### config.mk
export PLATFORM = sky130hd
export DESIGN_NAME = can_tx_dev_flat
export DESIGN_NICKNAME = d
export VERILOG_FILES = /design/src/can_tx_pkg.sv /design/src/can_tx_link.sv /design/src/can_tx_dev.sv /design/src/flat_wrapper.sv
export SDC_FILE = /design/constraint.sdc
export NUM_CORES = 1
export LEC_CHECK = 0
export BUFFER_PORTS_ARGS = -buffer_cell sky130_fd_sc_hd__buf_4
export CELL_PAD_IN_SITES_DETAIL_PLACEMENT = 1
export CELL_PAD_IN_SITES_GLOBAL_PLACEMENT = 2
export CORE_MARGIN = 1.5
export CORE_UTILIZATION = 41
export DETAILED_ROUTE_END_ITERATION = 10
export GPL_TIMING_DRIVEN = 0
export PLACE_DENSITY_LB_ADDON = 0.1
export SLEW_MARGIN = 20
export SYNTH_ARGS = -nofsm -noshare
export SYNTH_HDL_FRONTEND = slang
export SYNTH_SLANG_ARGS = --single-unit
### constraint.sdc
create_clock -name core_clk -period 3.6 [get_ports core_clk]
set_input_delay 0.18 -clock core_clk [delete_from_list [all_inputs] [get_ports core_clk]]
set_output_delay 0.18 -clock core_clk [all_outputs]
set_load 0.01 [all_outputs]
### src/can_tx_pkg.sv
// Shared constants for the CAN transmit buffer manager and its host end.
// Assumes an 8-bit register port between host and device, one clock.
package can_tx_pkg;
    // Buffer geometry
    localparam int NUM_BUF    = 3;
    localparam int BUF_BYTES  = 14;
    localparam int ID_BYTES   = 5;
    localparam int DATA_BYTES = 8;
    localparam int BODY_BYTES = ID_BYTES + DATA_BYTES;
    localparam int CTRL_OFF   = 0;

    // Body byte offsets (body offset = buffer offset - 1)
    localparam int SIDH_IDX = 0;
    localparam int SIDL_IDX = 1;
    localparam int DLC_IDX  = 4;

    // Register map
    localparam logic [7:0] BUF_BASE       = 8'h30;
    localparam logic [7:0] PIN_CTRL_ADDR  = 8'h0D;
    localparam logic [7:0] CTRL_ADDR      = 8'h20;
    localparam logic [7:0] INT_EN_ADDR    = 8'h21;
    localparam logic [7:0] INT_FLAG_ADDR  = 8'h22;
    localparam logic [7:0] RTS_CMD_ADDR   = 8'h23;
    localparam logic [7:0] HOST_STAT_ADDR = 8'hFF;

    // Buffer control byte fields
    localparam int ABORTED_FLAG_BIT = 6;
    localparam int LOST_ARBITRATION_FLAG_BIT = 5;
    localparam int TERR_BIT = 4;
    localparam int REQ_BIT  = 3;
    localparam int PRIO_LSB = 0;

    // Controller control register fields
    localparam int         SINGLE_BIT = 0;
    localparam int         ABORT_BIT  = 1;
    localparam int         CONFIG_BIT = 2;
    localparam logic [7:0] CTRL_MASK  = 8'h07;
    localparam logic [7:0] CTRL_RESET = 8'h04;

    // Interrupt enable / flag fields (done flags at 2:0), and pin control state field
    localparam int MERR_BIT      = 5;
    localparam int PIN_STATE_LSB = 3;

    // Host status register fields
    localparam int HS_REFUSED_BIT = 0;
    localparam int HS_ABORT_BIT   = 1;
    localparam int HS_PEND_LSB    = 2;
endpackage

### src/can_tx_link.sv
// Link between host end and transmit buffer manager.
// Register port plus request pins, interrupt and pending bits.
`timescale 1ns/10ps
interface can_tx_link;
    logic [7:0] addr;
    logic [7:0] wdata;
    logic       wr;
    logic       rd;
    logic [7:0] rdata;
    logic [2:0] rts_n;
    logic       irq_n;
    logic [2:0] pending;

    modport dev  (input addr, wdata, wr, rd, rts_n, output rdata, irq_n, pending);
    modport host (output addr, wdata, wr, rd, rts_n, input rdata, irq_n, pending);
endinterface

### src/can_tx_dev.sv
// Transmit buffer manager: three buffers, priority pick, abort, one-shot.
// Assumes a protocol engine that starts on a pulse and reports one result.
`timescale 1ns/10ps

module can_tx_dev
    import can_tx_pkg::*;
(
    // Clock and reset
    input  wire logic       core_clk,
    input  wire logic       reset,
    // Host link
    can_tx_link.dev         link,
    // Protocol engine
    input  wire logic       eng_bus_idle,
    output logic            eng_start,
    output logic [1:0]      eng_buf,
    input  wire logic       eng_done,
    input  wire logic       eng_lost,
    input  wire logic       eng_err,
    input  wire logic [3:0] eng_rd_idx,
    output logic [7:0]      eng_rd_data
);
    typedef enum logic {ST_IDLE, ST_ACTIVE} state_type;

    ////////////////////////////////////////////////////////////////////////
    // Decoders

    // Buffer window hit: {hit, index, offset}
    function automatic logic [6:0] buf_decode(input logic [7:0] a);
        logic [7:0] rel;
        rel = a - BUF_BASE;
        buf_decode = {(a >= BUF_BASE) && (rel[7:4] < NUM_BUF) && (rel[3:0] < BUF_BYTES), rel[5:4], rel[3:0]};
    endfunction

    // Pending pick: {found, index}
    function automatic logic [2:0] pick(input logic [2:0] pend, input logic [5:0] pr);
        logic       found;
        logic [1:0] best;
        logic [1:0] bp;
        found = 1'b0;
        best  = 2'd0;
        bp    = 2'd0;
        // Ascending scan with >= lets the larger index win ties
        for (int i = 0; i < NUM_BUF; i++) begin
            if (pend[i] && (!found || pr[2*i +: 2] >= bp)) begin
                found = 1'b1;
                best  = 2'(i);
                bp    = pr[2*i +: 2];
            end
        end
        pick = {found, best};
    endfunction

    ////////////////////////////////////////////////////////////////////////
    // State

    state_type  state_r, state_nxt;
    logic [1:0] cur_r, cur_nxt;
    logic       start_r, start_nxt;
    logic       abort_seen_r, abort_seen_nxt;
    logic [2:0] req_r, req_nxt;
    logic [5:0] prio_r, prio_nxt;
    logic [2:0] aborted_flag_r, aborted_flag_nxt;
    logic [2:0] lost_arbitration_flag_r, lost_arbitration_flag_nxt;
    logic [2:0] terr_r, terr_nxt;
    logic [2:0] done_r, done_nxt;
    logic       merr_r, merr_nxt;
    logic [7:0] ctrl_r, ctrl_nxt;
    logic [7:0] int_en_r, int_en_nxt;
    logic [2:0] pin_mode_r, pin_mode_nxt;
    logic [2:0] pin_prev_r;
    logic [7:0] rdata_r, rdata_nxt;
    logic [7:0] eng_data_r, eng_data_nxt;
    logic [7:0] mem_r [NUM_BUF][BODY_BYTES];
    logic [7:0] mem_nxt [NUM_BUF][BODY_BYTES];

    logic [6:0] dec;
    logic [2:0] set_req;
    logic [2:0] sel;
    logic       fail;
    logic       drop;

    ////////////////////////////////////////////////////////////////////////
    // Next-state logic

    always_comb begin
        state_nxt      = state_r;
        cur_nxt        = cur_r;
        start_nxt      = 1'b0;
        abort_seen_nxt = abort_seen_r;
        req_nxt        = req_r;
        prio_nxt       = prio_r;
        aborted_flag_nxt       = aborted_flag_r;
        lost_arbitration_flag_nxt       = lost_arbitration_flag_r;
        terr_nxt       = terr_r;
        done_nxt       = done_r;
        merr_nxt       = merr_r;
        ctrl_nxt       = ctrl_r;
        int_en_nxt     = int_en_r;
        pin_mode_nxt   = pin_mode_r;
        mem_nxt        = mem_r;
        rdata_nxt      = 8'h00;
        set_req        = 3'b000;
        dec            = buf_decode(link.addr);
        sel            = pick(req_r, prio_r);
        fail           = eng_lost | eng_err;
        drop           = 1'b0;

        // Host writes; flag clears come first so hardware sets win
        if (link.wr) begin
            if (dec[6]) begin
                if (dec[3:0] == 4'(CTRL_OFF)) begin
                    req_nxt[dec[5:4]]          = link.wdata[REQ_BIT];
                    prio_nxt[2*dec[5:4] +: 2]  = link.wdata[PRIO_LSB +: 2];
                    set_req[dec[5:4]]          = link.wdata[REQ_BIT] & ~req_r[dec[5:4]];
                end else begin
                    mem_nxt[dec[5:4]][dec[3:0] - 4'd1] = link.wdata;
                end
            end
            case (link.addr)
                CTRL_ADDR:     ctrl_nxt   = link.wdata & CTRL_MASK;
                INT_EN_ADDR:   int_en_nxt = link.wdata;
                INT_FLAG_ADDR: begin
                    done_nxt = link.wdata[2:0];
                    merr_nxt = link.wdata[MERR_BIT];
                end
                RTS_CMD_ADDR:  set_req = set_req | (link.wdata[2:0] & ~req_r);
                PIN_CTRL_ADDR: begin
                    if (ctrl_r[CONFIG_BIT]) begin
                        pin_mode_nxt = link.wdata[2:0];
                    end
                end
                default: ;
            endcase
        end

        // Falling edge on a pin in request mode
        set_req = set_req | (pin_mode_r & pin_prev_r & ~link.rts_n & ~req_r);
        req_nxt = req_nxt | set_req;
        aborted_flag_nxt = aborted_flag_nxt & ~set_req;
        lost_arbitration_flag_nxt = lost_arbitration_flag_nxt & ~set_req;
        terr_nxt = terr_nxt & ~set_req;

        // Abort-all drops every queued buffer not on the bus
        if (ctrl_r[ABORT_BIT]) begin
            for (int i = 0; i < NUM_BUF; i++) begin
                if (req_r[i] && !(state_r == ST_ACTIVE && cur_r == 2'(i))) begin
                    req_nxt[i]  = 1'b0;
                    aborted_flag_nxt[i] = 1'b1;
                end
            end
        end

        case (state_r)
            ST_IDLE: begin
                // Nothing leaves while abort-all stands
                if (eng_bus_idle && sel[2] && !ctrl_r[ABORT_BIT]) begin
                    start_nxt      = 1'b1;
                    cur_nxt        = sel[1:0];
                    abort_seen_nxt = 1'b0;
                    state_nxt      = ST_ACTIVE;
                end
            end
            ST_ACTIVE: begin
                if (ctrl_r[ABORT_BIT]) begin
                    abort_seen_nxt = 1'b1;
                end
                if (eng_done) begin
                    req_nxt[cur_r]  = 1'b0;
                    done_nxt[cur_r] = 1'b1;
                    state_nxt       = ST_IDLE;
                end else if (fail) begin
                    lost_arbitration_flag_nxt[cur_r] = lost_arbitration_flag_nxt[cur_r] | eng_lost;
                    terr_nxt[cur_r] = terr_nxt[cur_r] | eng_err;
                    merr_nxt        = merr_nxt | eng_err;
                    drop            = ctrl_r[SINGLE_BIT] | ctrl_r[ABORT_BIT] | abort_seen_r;
                    // Request stays for a retry unless single attempt or abort
                    if (drop) begin
                        req_nxt[cur_r] = 1'b0;
                    end
                    if ((ctrl_r[ABORT_BIT] | abort_seen_r) && req_r[cur_r]) begin
                        aborted_flag_nxt[cur_r] = 1'b1;
                    end
                    state_nxt = ST_IDLE;
                end
            end
            default: state_nxt = ST_IDLE;
        endcase

        // Read data, valid the cycle after the strobe
        if (link.rd) begin
            if (dec[6]) begin
                if (dec[3:0] == 4'(CTRL_OFF)) begin
                    rdata_nxt[ABORTED_FLAG_BIT]       = aborted_flag_r[dec[5:4]];
                    rdata_nxt[LOST_ARBITRATION_FLAG_BIT]       = lost_arbitration_flag_r[dec[5:4]];
                    rdata_nxt[TERR_BIT]       = terr_r[dec[5:4]];
                    rdata_nxt[REQ_BIT]        = req_r[dec[5:4]];
                    rdata_nxt[PRIO_LSB +: 2]  = prio_r[2*dec[5:4] +: 2];
                end else begin
                    rdata_nxt = mem_r[dec[5:4]][dec[3:0] - 4'd1];
                end
            end
            case (link.addr)
                CTRL_ADDR:     rdata_nxt = ctrl_r;
                INT_EN_ADDR:   rdata_nxt = int_en_r;
                INT_FLAG_ADDR: begin
                    rdata_nxt[2:0]      = done_r;
                    rdata_nxt[MERR_BIT] = merr_r;
                end
                PIN_CTRL_ADDR: begin
                    rdata_nxt[2:0]                = pin_mode_r;
                    rdata_nxt[PIN_STATE_LSB +: 3] = link.rts_n & ~pin_mode_r;
                end
                default: ;
            endcase
        end

        // Engine fetch of the active buffer's body
        eng_data_nxt = (eng_rd_idx < 4'(BODY_BYTES)) ? mem_r[cur_r][eng_rd_idx] : 8'h00;
    end

    ////////////////////////////////////////////////////////////////////////
    // Registers

    always_ff @(posedge core_clk) begin
        if (reset) begin
            state_r      <= ST_IDLE;
            cur_r        <= 2'd0;
            start_r      <= 1'b0;
            abort_seen_r <= 1'b0;
            req_r        <= 3'b000;
            prio_r       <= 6'h00;
            aborted_flag_r       <= 3'b000;
            lost_arbitration_flag_r       <= 3'b000;
            terr_r       <= 3'b000;
            done_r       <= 3'b000;
            merr_r       <= 1'b0;
            ctrl_r       <= CTRL_RESET;
            int_en_r     <= 8'h00;
            pin_mode_r   <= 3'b000;
            pin_prev_r   <= 3'b111;     // Pins idle high, no edge at release
            rdata_r      <= 8'h00;
            eng_data_r   <= 8'h00;
            for (int b = 0; b < NUM_BUF; b++) begin
                for (int k = 0; k < BODY_BYTES; k++) begin
                    mem_r[b][k] <= 8'h00;
                end
            end
        end else begin
            state_r      <= state_nxt;
            cur_r        <= cur_nxt;
            start_r      <= start_nxt;
            abort_seen_r <= abort_seen_nxt;
            req_r        <= req_nxt;
            prio_r       <= prio_nxt;
            aborted_flag_r       <= aborted_flag_nxt;
            lost_arbitration_flag_r       <= lost_arbitration_flag_nxt;
            terr_r       <= terr_nxt;
            done_r       <= done_nxt;
            merr_r       <= merr_nxt;
            ctrl_r       <= ctrl_nxt;
            int_en_r     <= int_en_nxt;
            pin_mode_r   <= pin_mode_nxt;
            pin_prev_r   <= link.rts_n;
            rdata_r      <= rdata_nxt;
            eng_data_r   <= eng_data_nxt;
            mem_r        <= mem_nxt;
        end
    end

    ////////////////////////////////////////////////////////////////////////
    // Outputs

    assign eng_start    = start_r;
    assign eng_buf      = cur_r;
    assign eng_rd_data  = eng_data_r;
    assign link.rdata   = rdata_r;
    assign link.pending = req_r;
    // Interrupt pin, low while any enabled flag stands
    assign link.irq_n   = ~(|(done_r & int_en_r[2:0]) | (merr_r & int_en_r[MERR_BIT]));
endmodule

### src/flat_wrapper.sv
// flat-port wrapper written by rule: the top's interface ports become plain ports
module can_tx_dev_flat import can_tx_pkg::*;
  (core_clk, reset, eng_bus_idle, eng_start, eng_buf, eng_done, eng_lost, eng_err, eng_rd_idx, eng_rd_data, link_addr, link_wdata, link_wr, link_rd, link_rts_n, link_rdata, link_irq_n, link_pending);
  can_tx_link link_i ();
  input  wire logic core_clk;
  input  wire logic reset;
  input  wire logic eng_bus_idle;
  output logic eng_start;
  output logic [1:0] eng_buf;
  input  wire logic eng_done;
  input  wire logic eng_lost;
  input  wire logic eng_err;
  input  wire logic [3:0] eng_rd_idx;
  output logic [7:0] eng_rd_data;
  input wire logic [$bits(link_i.addr)-1:0] link_addr;
  input wire logic [$bits(link_i.wdata)-1:0] link_wdata;
  input wire logic [$bits(link_i.wr)-1:0] link_wr;
  input wire logic [$bits(link_i.rd)-1:0] link_rd;
  input wire logic [$bits(link_i.rts_n)-1:0] link_rts_n;
  output wire logic [$bits(link_i.rdata)-1:0] link_rdata;
  output wire logic [$bits(link_i.irq_n)-1:0] link_irq_n;
  output wire logic [$bits(link_i.pending)-1:0] link_pending;
  assign link_i.addr = link_addr;
  assign link_i.wdata = link_wdata;
  assign link_i.wr = link_wr;
  assign link_i.rd = link_rd;
  assign link_i.rts_n = link_rts_n;
  assign link_rdata = link_i.rdata;
  assign link_irq_n = link_i.irq_n;
  assign link_pending = link_i.pending;
  can_tx_dev u_core (.core_clk(core_clk), .reset(reset), .link(link_i), .eng_bus_idle(eng_bus_idle), .eng_start(eng_start), .eng_buf(eng_buf), .eng_done(eng_done), .eng_lost(eng_lost), .eng_err(eng_err), .eng_rd_idx(eng_rd_idx), .eng_rd_data(eng_rd_data));
endmodule
==> impl_metrics.json <==
{
  "grt_pass1_wl_um": 143100,
  "p_clk_frac": 0.478,
  "yosys.area_share.simple": 0.1594,
  "synth.area.mux_share": 0.2935,
  "power.switching_w": 0.002833,
  "synth_edf_count": 0,
  "cts-root-buf": "clkbuf_16",
  "worstHoldStart": "link_wdata[7]",
  "yosys_warnings": 0,
  "die_w_um": 226.6,
  "grt_overflow": 0,
  "io_buffers": 45,
  "grt_pass1_vias": 19270,
  "grt_use_met1": 0.5252,
  "holdPathEnd": "u_core.mem_r[239]$_SDFFE_PP0P_",
  "clkLatencyLatePin_ns": 0.61,
  "fmax_mhz": 270.8,
  "p_comb_frac": 0.112,
  "antenna_left": 0,
  "tightest_slew_ns": 1.268,
  "seqPwrFrac": 0.410,
  "setup_viol": 1,
  "dieArea_um2": 51370,
  "netlist.area_leader.share": 0.3632,
  "start_util": 0.4172,
  "clock-sinks": 372,
  "status": "finished, violations left",
  "synth_xor_area_frac": 0.001708,
  "syn_to_final_growth_pct": 14.14,
  "drive_gt1_frac": 0.1429,
  "fillers": 5628,
  "htreeDepth": 2,
  "synth_top_family_by_area": "multiplexers",
  "rows": 81,
  "synth_ff_type": "dfxtp_1",
  "syn-num-nets": 2240,
  "violations": "setup timing",
  "via_per_inst": 6.357,
  "mostFrequentLayoutCell": "mux2i_1",
  "diodes": 0,
  "grt_use_total": 0.3982,
  "rsz0062_at_grt": "yes",
  "synth.distinct_cells": 64,
  "p_int_w": 0.007254,
  "crit_required_ns": 4.07,
  "dp_hpwl_um": 74260,
  "drt_iter0_markers": 2050,
  "hp-class": "primary input to register",
  "gp_congestion": 0.9798,
  "wirelength_um": 101800,
  "clkTransAtPathRegs_ns": 0.06,
  "rrSetupSlack_ns": 0.14,
  "critPathCaptureType": "register",
  "cts_tree": "done",
  "cts_setup_buffers": 0,
  "fin_crit_sh": 1.026,
  "synthArstFlopShare": 0,
  "fin_crit_ns": 3.693,
  "synth_largest_area_cell": "dfxtp_1",
  "final_cells": 2988,
  "max-slew-margin-rel": 0.1546,
  "fin_setup_tns_ns": -0.09305,
  "timing.final.ws_setup_ns": -0.09305,
  "avgRoutedWirePerCell_um": 34.07,
  "busiest_layer": "met2",
  "die_h_um": 226.6,
  "power_density_nw_per_um2": 430.9,
  "p_leak_nw": 10.02,
  "ys_top_cells_by_area": "dfxtp_1 (36%), mux2i_1 (21%), mux4_2 (7.4%), nor2_1 (6.1%), nand2_1 (3.5%)",
  "critical_path_class": "primary input to register",
  "pre_cts_ws_ns": -2.326,
  "placed_cells": 2901,
  "startpoint_type": "primary input",
  "vias": 18990,
  "ios": 54,
  "clockBufferDepth": 3,
  "synth_compound_area_frac": 0.1242,
  "use_met2": 0.6115,
  "r2r_start": "u_core.eng_buf[1]$_SDFFE_PP0P_",
  "fin_worst_skew_ns": 0.02435,
  "netlist_instances": 2192,
  "synth-seq-cells": 372,
  "coreArea_um2": 49150,
  "synth_area_um2": 20510,
  "use_met3": 0.07399,
  "ys_seq_area_frac": 0.3632,
  "cts_made_buffers": 45,
  "antenna_found_initial": 1,
  "drv_cap": 0,
  "synth_fa_ha_area_frac": 0.01037,
  "hold_viol": 0,
  "r2r_cells": 10,
  "hold_depth": 3,
  "peakVddDrop_mv": 0.3357,
  "critPathMaxFanout": 15,
  "fin_nets": 2340,
  "firstDrtPassIters": 8,
  "syn_avg_cell_area_um2": 9.355,
  "report.final.slew_viol_count": 0,
  "final_cell_mix": "mux2i_1 (437), dfxtp_1 (372), nor2_1 (334)",
  "crit_arrival_ns": 4.16,
  "grt_max_degree": 16,
  "drcViolationCount": 0,
  "swShare": 0.2809,
  "r2r-end": "u_core.eng_rd_data[7]$_SDFF_PP0_"
}
metrics by stage:
| step | total power, W | cell area [um2] | hold WS (ns) | utilization |
|---|---|---|---|---|
| global route | 0.01024 | 23410 | 0.09856 | 0.4762 |
| finish | 0.01009 | 23410 | 0.07312 | 0.4762 |
| detailed placement | 0.005281 | 21690 | 0.3935 | 0.4413 |
| floorplan | 0.004761 | 20510 | 0.2866 | - |
| CTS | 0.01005 | 23350 | 0.04255 | 0.4750 |
| global placement | 0.005272 | 21670 | 0.3915 | 0.4410 |
layer usage:
layer	routed length, um	share of wire
met5	0	0
met4	6009	0.059
met3	8468	0.083
met2	44900	0.44
met1	42430	0.42
state kept, by name, indices dropped and copies added (netlist names), 6 cells and up:
signal,flops
u_core.eng_rd_data,8
u_core.int_en_r,8
u_core.link.rdata,8
u_core.mem_r,312
u_core.prio_r,6
critical path: stages:
cell,delay (ns)
buf_4,0.25
inv_1,0.27
clkbuf_4,0.35
ha_1,0.34
buf_2,0.19
buf_6,0.29
buf_6,0.31
buf_8,0.29
mux4_2,0.59
mux2i_1,0.34
o21ai_0,0.31
nand3_2,0.29
o22ai_1,0.10
kinds of logic (layout without fill, tap and decap cells):
group,Yosys count,in the layout
AO/OA/AOI/OAI,386,386
XOR/XNOR,4,4
adder cells (fa/ha/maj),17,17
buffers and inverters,227,359
flip-flops,372,372
multiplexers,516,516
AND/OR/NAND/NOR,670,670
cell type report:
cell class	instances	area, um2	area share
multi-input combinational	1593	12140	0.5185
sequential	372	7447	0.3182
clock buffer	61	1287	0.05501
buffer	207	968.4	0.04137
tap	664	830.8	0.03549
timing repair buffer	55	439.2	0.01876
clock inverter	18	229.0	0.009782
inverter	18	67.56	0.002887
synthesized netlist by cell type, drive strengths merged, types with 4 or more instances:
master,instances
nand3,20
a22o,7
o31ai,4
o22ai,54
a211oi,12
clkbuf,137
mux2,12
buf,72
nand3b,6
and2,5
and4,6
a311oi,8
nand2,191
nor2b,15
dfxtp,372
o21ai,68
nand4,49
a221oi,10
nor3b,6
o2bb2ai,7
nor4,5
o221ai,50
o211ai,25
nor3,13
o21bai,10
mux4,67
a21oi,104
ha,17
mux2i,437
inv,18
a21boi,5
and3,4
a22oi,5
or2,6
nor2,335
worst max-delay path by stage:
stage,endpoint,cells past startpoint,slack (ns),startpoint
floorplan,u_core.link.rdata[7]$_SDFF_PP0_,11,0.62,link_addr[4]
global placement,u_core.link.rdata[4]$_SDFF_PP0_,14,-2.34,link_addr[4]
detailed placement,u_core.link.rdata[4]$_SDFF_PP0_,14,-2.33,link_addr[4]
CTS,u_core.link.rdata[2]$_SDFF_PP0_,13,-0.04,link_addr[4]
global route,u_core.link.rdata[4]$_SDFF_PP0_,13,-0.02,link_addr[4]
finish,u_core.link.rdata[4]$_SDFF_PP0_,13,-0.09,link_addr[4]
power groups by stage:
stage	Clock (W)	Sequential, W	Combinational, W
2_1_floorplan	0	0.00423	0.000532
3_3_place_gp	0	0.00423	0.00105
3_5_place_dp	0	0.00423	0.00105
4_1_cts	0.00484	0.00414	0.00108
5_1_grt	0.00497	0.00413	0.00113
6_report	0.00482	0.00414	0.00113
what timing repair did:
| action | in CTS | in global routing |
|---|---|---|
| gates resized for setup | 24 | 13 |
| setup endpoints to repair | 187 | 6 |
| pin swaps | 0 | 0 |
| hold buffers | 9 | 0 |
| endpoints found under the hold margin | 10 | 0 |
Power figures use the tool's default switching activity.
